**src/rtl/dpo_pkg.sv**
```systemverilog
// Constants, field layouts and types shared by the parallel output controller.
package dpo_pkg;

  // ---------------------------------------------------------------------
  // Timing
  // ---------------------------------------------------------------------
  localparam int CLK_PERIOD_NS = 4;
  // Time the shared data pins are left undriven before straps are read.
  localparam int STRAP_SETTLE_NS = 100;
  localparam int STRAP_SETTLE_CYC = (STRAP_SETTLE_NS + CLK_PERIOD_NS - 1) / CLK_PERIOD_NS;
  localparam logic [7:0] STRAP_SETTLE_CNT = 8'(STRAP_SETTLE_CYC);
  // Least control pulse, in pixel clocks, that passes the control filter.
  localparam logic [1:0] FILTER_MIN_PULSE = 2'h3;

  // ---------------------------------------------------------------------
  // Output lanes
  // ---------------------------------------------------------------------
  localparam int LANE_W = 8;
  localparam int DATA_W = 24;
  localparam int RED_LSB = 0;
  localparam int GREEN_LSB = 8;
  localparam int BLUE_LSB = 16;
  localparam int CTRL_W = 3;
  localparam int CTL_DE = 0;
  localparam int CTL_HS = 1;
  localparam int CTL_VS = 2;

  // ---------------------------------------------------------------------
  // Strap positions on the shared data pins
  // ---------------------------------------------------------------------
  localparam int STRAP_CFG1_PIN = 22;
  localparam int STRAP_CFG0_PIN = 23;
  localparam int STRAP_LF_PIN = 20;
  localparam int STRAP_SLEEP_PIN = 18;
  localparam int STRAP_EDGE_PIN = 17;

  // ---------------------------------------------------------------------
  // Configuration encodings
  // ---------------------------------------------------------------------
  localparam logic [1:0] CFG_FILTER_OFF = 2'h0;
  localparam logic [1:0] CFG_FILTER_ON = 2'h1;
  localparam logic [1:0] CFG_LEGACY_A = 2'h2;
  localparam logic [1:0] CFG_LEGACY_B = 2'h3;

  // ---------------------------------------------------------------------
  // Register map
  // ---------------------------------------------------------------------
  localparam logic [7:0] ADDR_CTRL = 8'h00;
  localparam logic [7:0] ADDR_STATUS = 8'h04;
  localparam logic [7:0] ADDR_INT_STATUS = 8'h08;
  localparam logic [7:0] ADDR_INT_MASK = 8'h0c;
  localparam logic [31:0] CTRL_RESET = 32'h0000_0000;
  localparam logic [31:0] INT_MASK_RESET = 32'h0000_0000;
  localparam int CTRL_OVR_BIT = 0;
  localparam int CTRL_CFG_LSB = 1;
  localparam int CTRL_EDGE_BIT = 3;
  localparam int CTRL_SLEEP_BIT = 4;
  localparam int CTRL_LF_BIT = 5;
  localparam int CTRL_REG_W = 6;
  localparam int ST_CFG_LSB = 0;
  localparam int ST_EDGE_BIT = 2;
  localparam int ST_SLEEP_BIT = 3;
  localparam int ST_LF_BIT = 4;
  localparam int ST_LOCK_BIT = 5;
  localparam int ST_PASS_BIT = 6;
  localparam int ST_SPREAD_LOW_BIT = 7;
  localparam int ST_ACTIVE_BIT = 8;
  localparam int INT_LOCK_UP = 0;
  localparam int INT_LOCK_LOST = 1;
  localparam int INT_BIST_ERR = 2;
  localparam int INT_W = 3;

  // Power phases of the output side.
  typedef enum logic [1:0] {PH_DOWN, PH_STRAP, PH_RUN} dpo_phase_e;

endpackage

```
**src/rtl/dpo_output_ctrl.sv**
```systemverilog
// Parallel output controller of the deserializer: lanes, controls, straps, flags and APB registers.
//
// Decided for this implementation: the APB slave port and the register addresses.

module dpo_output_ctrl
  import dpo_pkg::*;
(
  // Clock and reset.
  input wire logic clock_in,
  input wire logic rst_in,
  // APB slave.
  input wire logic psel_in,
  input wire logic penable_in,
  input wire logic pwrite_in,
  input wire logic [7:0] paddr_in,
  input wire logic [31:0] pwdata_in,
  output logic [31:0] prdata_out,
  output logic pready_out,
  output logic pslverr_out,
  // Receiver side, from the link clock domain.
  input wire logic pixel_clock_in,
  input wire logic [dpo_pkg::DATA_W-1:0] rx_data_in,
  input wire logic [dpo_pkg::CTRL_W-1:0] rx_ctrl_in,
  input wire logic pll_locked_in,
  input wire logic bist_enable_in,
  input wire logic payload_error_in,
  input wire logic spread_spectrum_gen_in,
  // Power-down pin, active low.
  input wire logic power_down_n_in,
  // Shared data and strap pins.
  input wire logic [dpo_pkg::DATA_W-1:0] data_pin_in,
  output logic [dpo_pkg::DATA_W-1:0] data_pin_out,
  output logic data_pin_oe_out,
  // Control and clock outputs.
  output logic data_enable_out,
  output logic hsync_out,
  output logic vsync_out,
  output logic recovered_pixel_clock_out,
  // Status flags.
  output logic link_acquired_out,
  output logic bist_pass_out,
  output logic spread_range_low_out,
  output logic irq_out
);

  // -----------------------------------------------------------------------
  // Input synchronisers
  // -----------------------------------------------------------------------
  localparam int SYNC_W = DATA_W + CTRL_W + 6;

  logic [SYNC_W-1:0] sync_raw;
  logic [SYNC_W-1:0] sync_val;
  logic [DATA_W-1:0] strap_pins;
  logic [DATA_W-1:0] rx_data_s;
  logic [CTRL_W-1:0] rx_ctrl_s;
  logic pclk_s;
  logic locked_s;
  logic bist_s;
  logic err_s;
  logic spread_s;
  logic pd_n_s;

  // Every pin level apart from reset and the APB port crosses two flip-flops before any logic reads it.
  assign sync_raw = {pixel_clock_in, pll_locked_in, bist_enable_in, payload_error_in,
                     spread_spectrum_gen_in, power_down_n_in, rx_ctrl_in, rx_data_in};

  dpo_sync #(
    .W(SYNC_W)
  ) u_sync (
    .clock_in(clock_in),
    .rst_in(rst_in),
    .async_in(sync_raw),
    .sync_out(sync_val)
  );

  dpo_sync #(
    .W(DATA_W)
  ) u_strap_sync (
    .clock_in(clock_in),
    .rst_in(rst_in),
    .async_in(data_pin_in),
    .sync_out(strap_pins)
  );

  assign {pclk_s, locked_s, bist_s, err_s, spread_s, pd_n_s, rx_ctrl_s, rx_data_s} = sync_val;

  // -----------------------------------------------------------------------
  // Power phase and strap capture
  // -----------------------------------------------------------------------
  dpo_phase_e phase_r;
  logic [7:0] settle_r;
  logic [1:0] strap_cfg_r;
  logic strap_edge_r;
  logic strap_sleep_r;
  logic strap_lf_r;
  logic reg_rst;

  assign reg_rst = rst_in | ~pd_n_s;

  // Pins stay undriven until the strap levels have settled and been read.
  always_ff @(posedge clock_in)
  begin
    if (reg_rst)
    begin
      phase_r <= PH_DOWN;
      settle_r <= 8'h00;
    end
    else
    begin
      case (phase_r)
        PH_DOWN:
        begin
          phase_r <= PH_STRAP;
          settle_r <= 8'h00;
        end
        PH_STRAP:
        begin
          settle_r <= settle_r + 8'h01;
          if (settle_r == STRAP_SETTLE_CNT - 8'h01)
            phase_r <= PH_RUN;
        end
        PH_RUN:
          phase_r <= PH_RUN;
        default:
          phase_r <= PH_DOWN;
      endcase
    end
  end

  always_ff @(posedge clock_in)
  begin
    if (reg_rst)
    begin
      strap_cfg_r <= CFG_FILTER_OFF;
      strap_edge_r <= 1'b0;
      strap_sleep_r <= 1'b0;
      strap_lf_r <= 1'b0;
    end
    else if (phase_r == PH_STRAP && settle_r == STRAP_SETTLE_CNT - 8'h01)
    begin
      strap_cfg_r <= {strap_pins[STRAP_CFG1_PIN], strap_pins[STRAP_CFG0_PIN]};
      strap_edge_r <= strap_pins[STRAP_EDGE_PIN];
      strap_sleep_r <= strap_pins[STRAP_SLEEP_PIN];
      strap_lf_r <= strap_pins[STRAP_LF_PIN];
    end
  end

  // -----------------------------------------------------------------------
  // Registers and effective settings
  // -----------------------------------------------------------------------
  logic [CTRL_REG_W-1:0] ctrl_r;
  logic [INT_W-1:0] int_status_r;
  logic [INT_W-1:0] int_mask_r;
  logic [INT_W-1:0] int_event;
  logic [1:0] cfg_eff;
  logic edge_eff;
  logic sleep_eff;
  logic lf_eff;
  logic filter_on;
  logic wr_en;
  logic rd_en;
  logic addr_ok;

  assign cfg_eff = ctrl_r[CTRL_OVR_BIT] ? ctrl_r[CTRL_CFG_LSB+:2] : strap_cfg_r;
  assign edge_eff = ctrl_r[CTRL_OVR_BIT] ? ctrl_r[CTRL_EDGE_BIT] : strap_edge_r;
  assign sleep_eff = ctrl_r[CTRL_OVR_BIT] ? ctrl_r[CTRL_SLEEP_BIT] : strap_sleep_r;
  assign lf_eff = ctrl_r[CTRL_OVR_BIT] ? ctrl_r[CTRL_LF_BIT] : strap_lf_r;

  assign filter_on = (cfg_eff == CFG_FILTER_ON);

  // The slave answers in the first access cycle, so pready is simply high.
  assign wr_en = psel_in & penable_in & pwrite_in;
  assign rd_en = psel_in & penable_in & ~pwrite_in;
  assign addr_ok = (paddr_in == ADDR_CTRL) | (paddr_in == ADDR_STATUS) |
                   (paddr_in == ADDR_INT_STATUS) | (paddr_in == ADDR_INT_MASK);
  assign pready_out = 1'b1;
  assign pslverr_out = psel_in & penable_in & ~addr_ok;

  // Control and mask registers.
  always_ff @(posedge clock_in)
  begin
    if (reg_rst)
    begin
      ctrl_r <= CTRL_RESET[CTRL_REG_W-1:0];
      int_mask_r <= INT_MASK_RESET[INT_W-1:0];
    end
    else if (wr_en)
    begin
      if (paddr_in == ADDR_CTRL)
        ctrl_r <= pwdata_in[CTRL_REG_W-1:0];
      if (paddr_in == ADDR_INT_MASK)
        int_mask_r <= pwdata_in[INT_W-1:0];
    end
  end

  // Sticky status; a new event in the clear cycle is kept.
  always_ff @(posedge clock_in)
  begin
    if (reg_rst)
      int_status_r <= '0;
    else if (wr_en && paddr_in == ADDR_INT_STATUS)
      int_status_r <= (int_status_r & ~pwdata_in[INT_W-1:0]) | int_event;
    else
      int_status_r <= int_status_r | int_event;
  end

  assign irq_out = |(int_status_r & int_mask_r);

  // Read mux; unmapped addresses read as zero with an error.
  always_comb
  begin
    prdata_out = 32'h0000_0000;
    if (rd_en)
    begin
      case (paddr_in)
        ADDR_CTRL: prdata_out[CTRL_REG_W-1:0] = ctrl_r;
        ADDR_STATUS:
        begin
          prdata_out[ST_CFG_LSB+:2] = cfg_eff;
          prdata_out[ST_EDGE_BIT] = edge_eff;
          prdata_out[ST_SLEEP_BIT] = sleep_eff;
          prdata_out[ST_LF_BIT] = lf_eff;
          prdata_out[ST_LOCK_BIT] = link_acquired_out;
          prdata_out[ST_PASS_BIT] = bist_pass_out;
          prdata_out[ST_SPREAD_LOW_BIT] = spread_range_low_out;
          prdata_out[ST_ACTIVE_BIT] = data_pin_oe_out;
        end
        ADDR_INT_STATUS: prdata_out[INT_W-1:0] = int_status_r;
        ADDR_INT_MASK: prdata_out[INT_W-1:0] = int_mask_r;
        default: prdata_out = 32'h0000_0000;
      endcase
    end
  end

  // -----------------------------------------------------------------------
  // Pixel clock edges and capture
  // -----------------------------------------------------------------------
  logic pclk_d_r;
  logic rise_tick;
  logic fall_tick;
  logic launch_tick;
  logic active;
  logic [DATA_W-1:0] cap_data_r;
  logic cap_vs_r;
  logic de_filt;
  logic hs_filt;

  always_ff @(posedge clock_in)
  begin
    if (rst_in)
      pclk_d_r <= 1'b0;
    else
      pclk_d_r <= pclk_s;
  end

  assign rise_tick = pclk_s & ~pclk_d_r;
  assign fall_tick = ~pclk_s & pclk_d_r;
  assign launch_tick = edge_eff ? fall_tick : rise_tick;
  assign active = (phase_r == PH_RUN) & locked_s;

  // Data and vsync are sampled on the rising pixel edge; vsync is never filtered.
  always_ff @(posedge clock_in)
  begin
    if (reg_rst)
    begin
      cap_data_r <= '0;
      cap_vs_r <= 1'b0;
    end
    else if (rise_tick)
    begin
      cap_data_r <= rx_data_s;
      cap_vs_r <= rx_ctrl_s[CTL_VS];
    end
  end

  dpo_ctrl_filter u_de_filter (
    .clock_in(clock_in),
    .rst_in(reg_rst),
    .tick_in(rise_tick),
    .enable_in(filter_on),
    .raw_in(rx_ctrl_s[CTL_DE]),
    .level_out(de_filt)
  );

  dpo_ctrl_filter u_hs_filter (
    .clock_in(clock_in),
    .rst_in(reg_rst),
    .tick_in(rise_tick),
    .enable_in(filter_on),
    .raw_in(rx_ctrl_s[CTL_HS]),
    .level_out(hs_filt)
  );

  // -----------------------------------------------------------------------
  // Output launch and sleep state
  // -----------------------------------------------------------------------
  // Launch on selected edge.
  always_ff @(posedge clock_in)
  begin
    if (reg_rst)
    begin
      data_pin_out <= '0;
      data_enable_out <= 1'b0;
      hsync_out <= 1'b0;
      vsync_out <= 1'b0;
    end
    else if (!active)
    begin
      data_pin_out <= '0;
      data_enable_out <= 1'b0;
      hsync_out <= 1'b0;
      vsync_out <= 1'b0;
    end
    else if (launch_tick)
    begin
      data_pin_out[RED_LSB+:LANE_W] <= cap_data_r[RED_LSB+:LANE_W];
      data_pin_out[GREEN_LSB+:LANE_W] <= cap_data_r[GREEN_LSB+:LANE_W];
      data_pin_out[BLUE_LSB+:LANE_W] <= cap_data_r[BLUE_LSB+:LANE_W];
      data_enable_out <= de_filt;
      hsync_out <= hs_filt;
      vsync_out <= cap_vs_r;
    end
  end

  always_ff @(posedge clock_in)
  begin
    if (reg_rst)
      data_pin_oe_out <= 1'b0;
    else
      data_pin_oe_out <= active | ((phase_r == PH_RUN) & sleep_eff);
  end

  // The clock output follows the sampled pixel clock, held low while asleep.
  always_ff @(posedge clock_in)
  begin
    if (reg_rst)
      recovered_pixel_clock_out <= 1'b0;
    else
      recovered_pixel_clock_out <= active & pclk_d_r;
  end

  // -----------------------------------------------------------------------
  // Status flags and events
  // -----------------------------------------------------------------------
  logic bist_d_r;
  logic lock_nxt;

  assign lock_nxt = active;

  always_ff @(posedge clock_in)
  begin
    if (reg_rst)
      link_acquired_out <= 1'b0;
    else
      link_acquired_out <= lock_nxt;
  end

  always_ff @(posedge clock_in)
  begin
    if (reg_rst)
    begin
      bist_pass_out <= 1'b1;
      bist_d_r <= 1'b0;
    end
    else
    begin
      bist_d_r <= bist_s;
      if (bist_s && !bist_d_r)
        bist_pass_out <= 1'b1;
      else if (bist_s && err_s)
        bist_pass_out <= 1'b0;
    end
  end

  always_ff @(posedge clock_in)
  begin
    if (reg_rst)
      spread_range_low_out <= 1'b0;
    else
      spread_range_low_out <= spread_s & lf_eff;
  end

  // Events for the sticky status register.
  assign int_event[INT_LOCK_UP] = lock_nxt & ~link_acquired_out;
  assign int_event[INT_LOCK_LOST] = ~lock_nxt & link_acquired_out;
  assign int_event[INT_BIST_ERR] = bist_s & err_s & bist_pass_out & bist_d_r;

endmodule

```
**src/rtl/dpo_sync.sv**
```systemverilog
// Two flip-flop synchroniser for levels arriving from outside the clock domain.
module dpo_sync #(
  parameter int W = 1
) (
  // Clock and reset.
  input wire logic clock_in,
  input wire logic rst_in,
  // Asynchronous level in, synchronised level out.
  input wire logic [W-1:0] async_in,
  output logic [W-1:0] sync_out
);

  logic [W-1:0] meta_r;

  // The first stage feeds only the second stage.
  always_ff @(posedge clock_in)
  begin
    if (rst_in)
    begin
      meta_r <= '0;
      sync_out <= '0;
    end
    else
    begin
      meta_r <= async_in;
      sync_out <= meta_r;
    end
  end

endmodule

```
**src/rtl/dpo_ctrl_filter.sv**
```systemverilog
// Minimum-width filter for one control signal, advanced on pixel clock ticks.
module dpo_ctrl_filter
  import dpo_pkg::*;
(
  // Clock and reset.
  input wire logic clock_in,
  input wire logic rst_in,
  // Pixel tick, filter enable and raw sample.
  input wire logic tick_in,
  input wire logic enable_in,
  input wire logic raw_in,
  // Filtered level.
  output logic level_out
);

  logic [1:0] run_r;

  // A new level is taken only after it has held for the minimum pulse;
  // shorter excursions leave the output untouched.
  always_ff @(posedge clock_in)
  begin
    if (rst_in)
    begin
      run_r <= 2'h0;
      level_out <= 1'b0;
    end
    else if (tick_in)
    begin
      if (!enable_in)
      begin
        run_r <= 2'h0;
        level_out <= raw_in;
      end
      else if (raw_in == level_out)
        run_r <= 2'h0;
      else if (run_r == FILTER_MIN_PULSE - 2'h1)
      begin
        run_r <= 2'h0;
        level_out <= raw_in;
      end
      else
        run_r <= run_r + 2'h1;
    end
  end

endmodule

```
**config.mk**
```make
export PLATFORM = sky130hd
export DESIGN_NAME = dpo_output_ctrl
export DESIGN_NICKNAME = d
export VERILOG_FILES = /design/src/rtl/dpo_pkg.sv /design/src/rtl/dpo_output_ctrl.sv /design/src/rtl/dpo_sync.sv /design/src/rtl/dpo_ctrl_filter.sv
export SDC_FILE = /design/constraint.sdc
export NUM_CORES = 1
export LEC_CHECK = 0
export BUFFER_PORTS_ARGS = -buffer_cell sky130_fd_sc_hd__buf_2
export CORE_MARGIN = 4
export CORE_UTILIZATION = 46
export CTS_CLUSTER_DIAMETER = 30
export DETAILED_ROUTE_END_ITERATION = 16
export HOLD_SLACK_MARGIN = 0.03
export PLACE_DENSITY_LB_ADDON = 0.2
export SYNTH_ARGS = -nofsm -noshare
export SYNTH_HDL_FRONTEND = slang
export SYNTH_SLANG_ARGS = --single-unit
```
**constraint.sdc**
```tcl
create_clock -name clock_in -period 1.7 [get_ports clock_in]
set_input_delay 0.085 -clock clock_in [delete_from_list [all_inputs] [get_ports clock_in]]
set_output_delay 0.085 -clock clock_in [all_outputs]
set_load 0.05 [all_outputs]
```
==> run summary, run 1 <==
Status: finished, violations left
Failing checks: negative setup slack
Final WS setup: -247.9 ps
Worst EP arrival: 1860 ps
Drt total wl: 13.10 mm
Synthesized cell area: 6000 sq um
Clk Latency, worst-skew pair: 420 ps
Worst Path Required: 1620 ps
Pre-CTS WS: -86.10 ps
Final nets: 903
Clock buffer count from CTS: 17
Storage cell area: 3368 sq um
Cell taking the most area after synthesis: dfxtp_1
Synth cell types: 46
Commonest non-fill, non-tap cell in the layout: dfxtp_1
Longest Clk Path Bufs: 2
Final Power: 8.136 mW
Initial antenna violation count: 0
Tcrit/Tclk final: 114.6%
Total core area: 12670 sq um
Starting Density: 47.35%
YS warnings: 0
Routability Congestion: 0.8284
Worst-Margin Slew: 716.7 ps
Ys flop type: dfxtp_1
Routed vias/inst: 4.816
Highest metal used: met4
First-pass GRT wire length: 21.16 mm
Max-Cap Viols: 0
Placed Instances: 902
RSZ-0062 raised after global routing: true
Std cell rows: 41
Critical path's slowest cell: mux4_2
Final period demand of the worst path: 1948 ps
Level count of the clock H-tree: 4
First-pass detailed-route iteration total: 4
Final setup viols: 5
Multi-input gate area: 2554 sq um
CTS root buf: clkbuf_16
Worst-path cell chain: mux2_4 -> mux4_2 -> nor2b_4 -> buf_6
Gr usage total: 17.87%
Routed wl met2: 6.470 mm
Flops & latches, synth: 168
Number of enable flip-flop cells after synthesis: 0
Finished Layout Cells: 979
Drt initial violations: 237
WL/cell: 13.38 um
Pins Over Slew Limit: 0
CTS tree: done
FFs w/ async S/R, synth: 0%
Max-slew headroom: 52.22%
Worst vdd ir: 0.8559 mV
Skew final: 8.941 ps
Met1 wire length: 5.581 mm
WL met3: 685 um
Crit Path Max Fanout: 5
CTS Sinks: 168
Worst Setup End Kind: primary output
Routed via count: 4715
Slowest cell delay on critical path: 470 ps
Synthesized instance count: 647
Final HPWL DP: 8.438 mm
Die height: 122.2 um
Share of the synthesized area in the top cell type: 56.06%
Final Hold Viols: 0
Die ar.: 14930 sq um
Setup crit start kind: flip-flop
Synthesized area per cell: 9.273 sq um
Core Util, Final: 62.80%
Clock transition at path regs: 60 ps
# IOs: 169
I/O Buffers: 99
FILL cells: 1074
Aggregate global routing overflow: 0
Most frequent cells in the layout: dfxtp_1 (166), nand2_1 (125), buf_2 (94)
Synth-to-layout area growth: 32.64%
Die X-Extent: 122.2 um
HP Class: input port to flip-flop
Drt drc: 0
Max Clk Rate: 513.4 MHz
Post-synthesis sequential area ratio: 56.06%
Vias in the first global route: 4587
Largest net degree at the start of global routing: 78
Crit Path Category: flip-flop to primary output
Antenna Violating Nets Remaining: 0
Leakage: 3.159 nW
P per Cell Area: 1022 nW/um^2
N_diodes: 0
Share of cells above drive strength 1: 23.67%
Top post-synthesis cells by area: dfxtp_1 (56%), nor2b_1 (9.0%), nand2_1 (8.3%)
routing by layer:
metal / up-vias / track usage [%]
li1: 2381 / -
met1: 2178 / 21.22
met2: 126 / 29.85
met3: 30 / 4.550
met4: 0 / 9.167
met5: - / 0
kinds of logic (layout without fill, tap and decap cells):
logic type	count (synthesis)	count (layout)	synth area share [%]
other	2	24	0.1252
AND/OR/NAND/NOR	288	288	23.69
adder cells (fa/ha/maj)	5	5	1.043
XOR/XNOR	4	4	0.5840
AO/OA/AOI/OAI	98	98	9.052
flip-flops	168	168	56.06
multiplexers	14	14	3.253
buffers and inverters	68	206	6.194
sequential cells by signal, summed over array words and instances, names as in the netlist, 2 cells and up:
name                   count
u_de_filter.run_r          2
data_pin_out              24
phase_r                    2
int_status_r               3
u_strap_sync.sync_out      5
int_mask_r                 3
u_sync.sync_out           33
u_hs_filter.run_r          2
u_strap_sync.meta_r        5
u_sync.meta_r             33
ctrl_r                     6
cap_data_r                24
settle_r                   8
strap_cfg_r                2
through the flow:
step	hold WS, ps	instance area, sq um	setup TNS (ps)
after floorplan	194.3	6142	-1.491
after global placement	294.3	6715	-788.9
after detailed placement	297.6	6715	-1847
after CTS	122.1	7825	-1115
after global routing	163.5	7958	-1318
final	142.8	7958	-1018
final cells by class:
cell class	instances	area share (%)
timing repair buffer	167	15.42
sequential	168	42.33
clock inverter	6	0.8491
multi-input combinational	433	32.09
clock buffer	24	6.179
inverter	9	0.4245
tap	172	2.704
Yosys cell counts (2+ instances only):
master and n:
dfxtp_1 168, nand2_1 133, nor2b_1 86, a21oi_1 64, buf_4 28, clkbuf_1 27
nand3_1 22, o21ai_0 18, nor2_1 15, inv_1 9, nand4_1 7, mux2i_1 6
ha_1 5, mux2_2 4, o31ai_1 4, and3_1 3, buf_2 3, mux4_2 3
nand2b_1 3, nand3b_1 3, or3_1 3, xor2_1 3, a2111oi_0 2, a311oi_1 2
and2_1 2, and4_1 2, conb_1 2, nor3_1 2
power breakdown:
group	internal [mW]	total (mW)	switching, mW
logic	0.200	0.491	0.291
registers	4.02	4.04	0.0226
clock network	2.16	3.60	1.44
total	6.38	8.14	1.76
path summary, 6_finish.rpt:
| check | from | end | slack [ps] | cells past startpoint |
|---|---|---|---|---|
| min reg2reg | u_sync.sync_out[9] | cap_data_r[9] | 430 | 2 |
| max | ctrl_r[0] | prdata_out[2] | -250 | 4 |
| max reg2reg | settle_r[7] | strap_cfg_r[0] | 40 | 4 |
| min | psel_in | int_status_r[0] | 140 | 4 |
repair_timing:
action / 4_1_cts / 5_1_grt
resized for setup: 26 / 25
pin swaps: 2 / 12
buffers inserted: 2 / 0
hold buffers: 44 / 0
endpoints found under the hold margin: 50 / 0
endpoints found under the setup margin: 37 / 19
cloned: 0 / 2
critical path: cells and delay by family, from the launching register on:
| kind | cells | cell delay, ps |
|---|---|---|
| buf+inv | 1 | 150 |
| flops | 1 | 380 |
| mux | 2 | 790 |
| simple gates | 1 | 140 |
(Power assumes the default switching activity.)
==> run 2, diff against run 1 <==
Settings changed: ABC_AREA set to 1, CORE_UTILIZATION 46 to 47.
==> run summary, run 2 <==
Status: completed
Leakage: 3.864 nW
N_diodes: 0
Number of enable flip-flop cells after synthesis: 0
FFs w/ async S/R, synth: 0%
CTS Sinks: 168
Max Clk Rate: 601.4 MHz
Hold Crit Start: paddr_in[0]
R2R Setup Slk: 180 ps
Final setup viols: 0
Std cell rows: 42
Final Hold Viols: 0
WL/cell: 11.23 um
Worst Path Required: 1620 ps
# IOs: 169
Post-synthesis sequential area ratio: 52.19%
Cell taking the most area after synthesis: dfxtp_1
Synth cell count leaders: nor2_1 (195), dfxtp_1 (168), nand2_1 (165)
Synth-to-layout area growth: 26.78%
Commonest non-fill, non-tap cell in the layout: nor2_1
R2r worst-path depth: 8
Drt initial violations: 299
Hold endpoint: ctrl_r[0]
Ys flop type: dfxtp_1
Placed Instances: 1133
Drt total wl: 13.61 mm
Most frequent cells in the layout: nor2_1 (193), dfxtp_1 (167), nand2_1 (165)
Routability Congestion: 0.8119
Total core area: 13350 sq um
Die X-Extent: 125.1 um
RSZ-0062 raised after global routing: true
Top Registers: u_sync.meta_r x33, u_sync.sync_out x33
Clock buffer count from CTS: 17
Synthesized instance count: 878
I/O Buffers: 99
Flops & latches, synth: 168
Synth cell types: 28
Final HPWL DP: 8.718 mm
Longest Clk Path Bufs: 2
Routed vias/inst: 4.379
Final Power: 8.367 mW
Die ar.: 15650 sq um
P per Cell Area: 1024 nW/um^2
Starting Density: 48.28%
Synthesized cell area: 6444 sq um
Max-slew headroom: 50.60%
CTS tree: done
Worst vdd ir: 0.6679 mV
Level count of the clock H-tree: 4
Share of the synthesized area in the top cell type: 52.19%
Setup crit start kind: flip-flop
HP Class: input port to flip-flop
Finished Layout Cells: 1211
Initial antenna violation count: 0
CTS root buf: clkbuf_16
Pins Over Slew Limit: 0
Worst EP arrival: 1580 ps
Final nets: 1129
Share of cells above drive strength 1: 16.43%
Final period demand of the worst path: 1663 ps
Aggregate global routing overflow: 0
Worst hold path depth: 6
Routed via count: 5303
Synthesized area per cell: 7.339 sq um
Terminus of the critical flop-to-flop path: data_pin_out[21]
Top post-synthesis cells by area: dfxtp_1 (52%), nor2_1 (11%), nand2_1 (9.6%)
Max-Cap Viols: 0
Worst Setup End Kind: primary output
Tcrit/Tclk final: 97.81%
Largest net degree at the start of global routing: 78
Crit Path Max Fanout: 8
Drt drc: 0
Die height: 125.1 um
Worst-Margin Slew: 741.0 ps
Clock transition at path regs: 70 ps
Skew final: 8.477 ps
First-pass GRT wire length: 22.52 mm
Crit Path Category: flip-flop to primary output
Clk Latency, worst-skew pair: 420 ps
Vias in the first global route: 4744
Gr usage total: 17.44%
First-pass detailed-route iteration total: 5
CP startpoint: ctrl_r[0]
Most numerous cell in the Yosys netlist: nor2_1
YS warnings: 0
Antenna Violating Nets Remaining: 0
Worst r2r src: ctrl_r[0]
## run 2: cell types whose count changed after synthesis, moves of 8 or more
cell / previous run / this run
clkbuf_1: 27 / 15
inv_1: 9 / 136
nor2b_1: 86 / 0
nand3_1: 22 / 53
o21ai_0: 18 / 7
nor2_1: 15 / 195
o21ai_1: 0 / 12
a21oi_1: 64 / 45
nand2_1: 133 / 165
buf_2: 3 / 11
## run 2: area by class of cell
class                           count  area (sq um)
Inverter                          142         533.0
Multi-Input combinational cell    533          2327
Timing Repair Buffer              160          1127
Clock buffer                       19         452.9
Clock inverter                     13         141.4
Fill cell                        1217          5179
Tap cell                          176         220.2
Sequential cell                   168          3367
## run 2: timing repair
item / CTS / global route
hold buffers: 44 / 0
gates cloned: 0 / 0
endpoints found under the hold margin: 50 / 0
buffers inserted: 0 / 2
setup endpoints to repair: 5 / 6
resized for setup: 8 / 23
pin swaps: 1 / 9
## run 2: through the flow
stage | setup WS [ps] | cell area (sq um) | utilization (%) | hold WS, ps | setup TNS (ps)
2_1_floorplan | 32.80 | 6526 | - | 192.0 | 0
3_3_place_gp | 195.7 | 7024 | 52.62 | 287.1 | 0
5_1_grt | -20.36 | 8169 | 61.20 | 232.8 | -26.74
3_5_place_dp | 179.0 | 7024 | 52.62 | 290.9 | 0
4_1_cts | -6.627 | 8082 | 60.55 | 185.1 | -6.627
6_report | 37.31 | 8169 | 61.20 | 202.3 | 0
## run 2: kinds of logic (layout without fill, tap and decap cells)
| group | Yosys count | in the layout | share of synthesized area (%) |
|---|---|---|---|
| and+or+nand+nor | 432 | 432 | 26.97 |
| buffers and inverters | 199 | 334 | 13.79 |
| DFF | 168 | 168 | 52.19 |
| AOI/OAI and AO/OA | 71 | 71 | 5.825 |
| adders and majority gates | 5 | 5 | 0.9709 |
| other | 2 | 24 | 0.1165 |
| xor gates and xnor gates | 1 | 1 | 0.1359 |
## run 2: worst max-delay path by stage
stage | depth (start not counted) | end | slack [ps]
floorplan | 2 | prdata_out[5] | 30
global placement | 7 | prdata_out[2] | 200
detailed placement | 7 | prdata_out[2] | 180
CTS | 7 | prdata_out[2] | -7
global route | 7 | prdata_out[2] | -20
finish | 7 | prdata_out[2] | 40
## run 2: worst max-delay path: stages, from the launching register on
cell and delay (ps):
dfxtp_4 380, buf_8 150, o21ai_4 140, nand3_2 80, nand2_1 80, nor2_1 40
nor2_2 120, buf_6 170
## run 2: where the power goes
part / leakage [nW] / switching (mW) / total [mW] / internal, mW
registers: 1.37 / 0.0281 / 4.05 / 4.02
logic: 2.21 / 0.321 / 0.505 / 0.184
clock network: 0.287 / 1.56 / 3.81 / 2.26
total: 3.86 / 1.91 / 8.37 / 6.46
## run 2: routing by layer
| metal | part of all wire (%) | GRT usage, % | vias up |
|---|---|---|---|
| li1 | - | - | 2880 |
| met1 | 52 | 26.02 | 2261 |
| met2 | 41 | 24.39 | 149 |
| met3 | 6.1 | 5.203 | 13 |
| met4 | 1.0 | 5.038 | 0 |
| met5 | 0 | 0 | - |
==> run 3, diff against run 2 <==
==> constraint.sdc (replaced) <==
create_clock -name clock_in -period 1.7 [get_ports clock_in]
set_input_delay 0 -clock clock_in [delete_from_list [all_inputs] [get_ports clock_in]]
set_output_delay 0 -clock clock_in [all_outputs]
set_load 0.05 [all_outputs]
==> run summary, run 3 (same netlist as run 2, synthesis figures left out) <==
Status: completed
Drt total wl: 13.43 mm
Die X-Extent: 125.1 um
Longest Clk Path Bufs: 2
Largest net degree at the start of global routing: 78
Level count of the clock H-tree: 4
Worst hold path depth: 4
Worst-Margin Slew: 733.1 ps
N_diodes: 0
Most frequent cells in the layout: nor2_1 (194), dfxtp_1 (167), nand2_1 (165)
Slowest cell delay on critical path: 390 ps
Share of cells above drive strength 1: 15.31%
Die height: 125.1 um
Routed vias/inst: 4.309
Setup crit start kind: flip-flop
Most frequent CP cell: nor2_1
Cell family contributing the most delay on the critical path: flip-flops
Worst Path Required: 1700 ps
Worst-path cell chain: o21ai_2 -> nand3_1 -> nand2_1 -> nor2_1 -> nor2_1 -> buf_4
Worst Path Buf+Inv: 1
Drt drc: 0
Clock buffer count from CTS: 17
Crit Path Max Fanout: 13
Synth-to-layout area growth: 26.12%
Max-Cap Viols: 0
Design area: 8127 sq um
Vias in the first global route: 4793
Final Hold Viols: 0
Final setup viols: 0
# IOs: 169
Clock transition at path regs: 60 ps
Top Registers: u_sync.meta_r x33, u_sync.sync_out x33
Worst path depth: 6
Final HPWL DP: 8.776 mm
Max Clk Rate: 608.7 MHz
First-pass GRT wire length: 22.40 mm
Area after DPL: 7029 sq um
Skew final: 3.966 ps
Worst EP arrival: 1640 ps
Routed via count: 5205
Pins Over Slew Limit: 0
Initial antenna violation count: 0
Total core area: 13350 sq um
Worst vdd ir: 0.6126 mV
Crit Path Category: flip-flop to primary output
Starting Density: 48.28%
P per Cell Area: 1063 nW/um^2
CTS tree: done
Tcrit/Tclk final: 96.63%
Antenna Violating Nets Remaining: 0
Leakage: 3.859 nW
Die ar.: 15650 sq um
CTS root buf: clkbuf_16
CTS Sinks: 168
Clk Latency, worst-skew pair: 410 ps
Critical path's slowest cell: dfxtp_4
Core Util, Final: 60.88%
R2r worst-path depth: 6
HP Class: input port to flip-flop
I/O Buffers: 99
Worst Setup End Kind: primary output
Aggregate global routing overflow: 0
RSZ-0062 raised after global routing: true
Std cell rows: 42
WL/cell: 11.12 um
Final period demand of the worst path: 1643 ps
Final nets: 1126
Routability Congestion: 0.8237
Commonest non-fill, non-tap cell in the layout: nor2_1
Total negative slack: 0 ps
Postcts setup bufs: 0
Drt initial violations: 347
Gr usage total: 17.25%
Max-slew headroom: 51.12%
First-pass detailed-route iteration total: 5
-- run 3: worst paths after layout --
| check | from | endpoint | slack, ps |
|---|---|---|---|
| hold reg to reg | u_sync.meta_r[17] | u_sync.sync_out[17] | 400 |
| setup / recovery | ctrl_r[0] | prdata_out[2] | 60 |
| setup reg to reg | phase_r[1] | settle_r[0] | 180 |
| hold / removal | pwrite_in | int_mask_r[2] | 110 |
-- run 3: cell type report --
class,instances,area (sq um)
Fill cell,1210,5221
Multi-Input combinational cell,533,2277
Timing Repair Buffer,157,1089
Tap cell,176,220.2
Clock inverter,10,166.4
Inverter,142,533.0
Sequential cell,168,3367
Clock buffer,22,474.2
-- run 3: per-stage QoR --
step	worst slack, ps	total power [mW]	hold WS [ps]	cells
after floorplan	117.8	4.482	107.0	900
after global placement	198.0	4.561	200.6	1132
after detailed placement	202.6	4.564	204.7	1132
after CTS	9.429	8.718	83.66	1208
after global routing	-44.94	8.939	150.1	1208
final	57.25	8.641	107.4	1208
-- run 3: worst min-delay path, stage by stage --
cell	delay, ps
buf_2	100
nand3_1	210
nor3_1	90
nor2_1	80
-- run 3: where the power goes --
part / internal (mW) / leakage, nW / switching (mW)
Combinational: 0.186 / 2.18 / 0.318
Clock: 2.58 / 0.307 / 1.50
Sequential: 4.02 / 1.37 / 0.0280
Total: 6.79 / 3.86 / 1.85
-- run 3: what timing repair did --
action	CTS	global route
gates resized for setup	2	6
endpoints found under the setup margin	5	6
hold endpoints to repair	50	0
hold buffers	44	0
-- run 3: metal layers --
layer  share of wire, %  routed length [um]  up-vias  GRT usage [%]
li1                   -                   -     2869              -
met1                 51                6881     2204          25.47
met2                 42                5675      125          24.55
met3                5.7                 771        7          4.350
met4               0.78                 105        0          5.804
met5                  0                   0        -              0
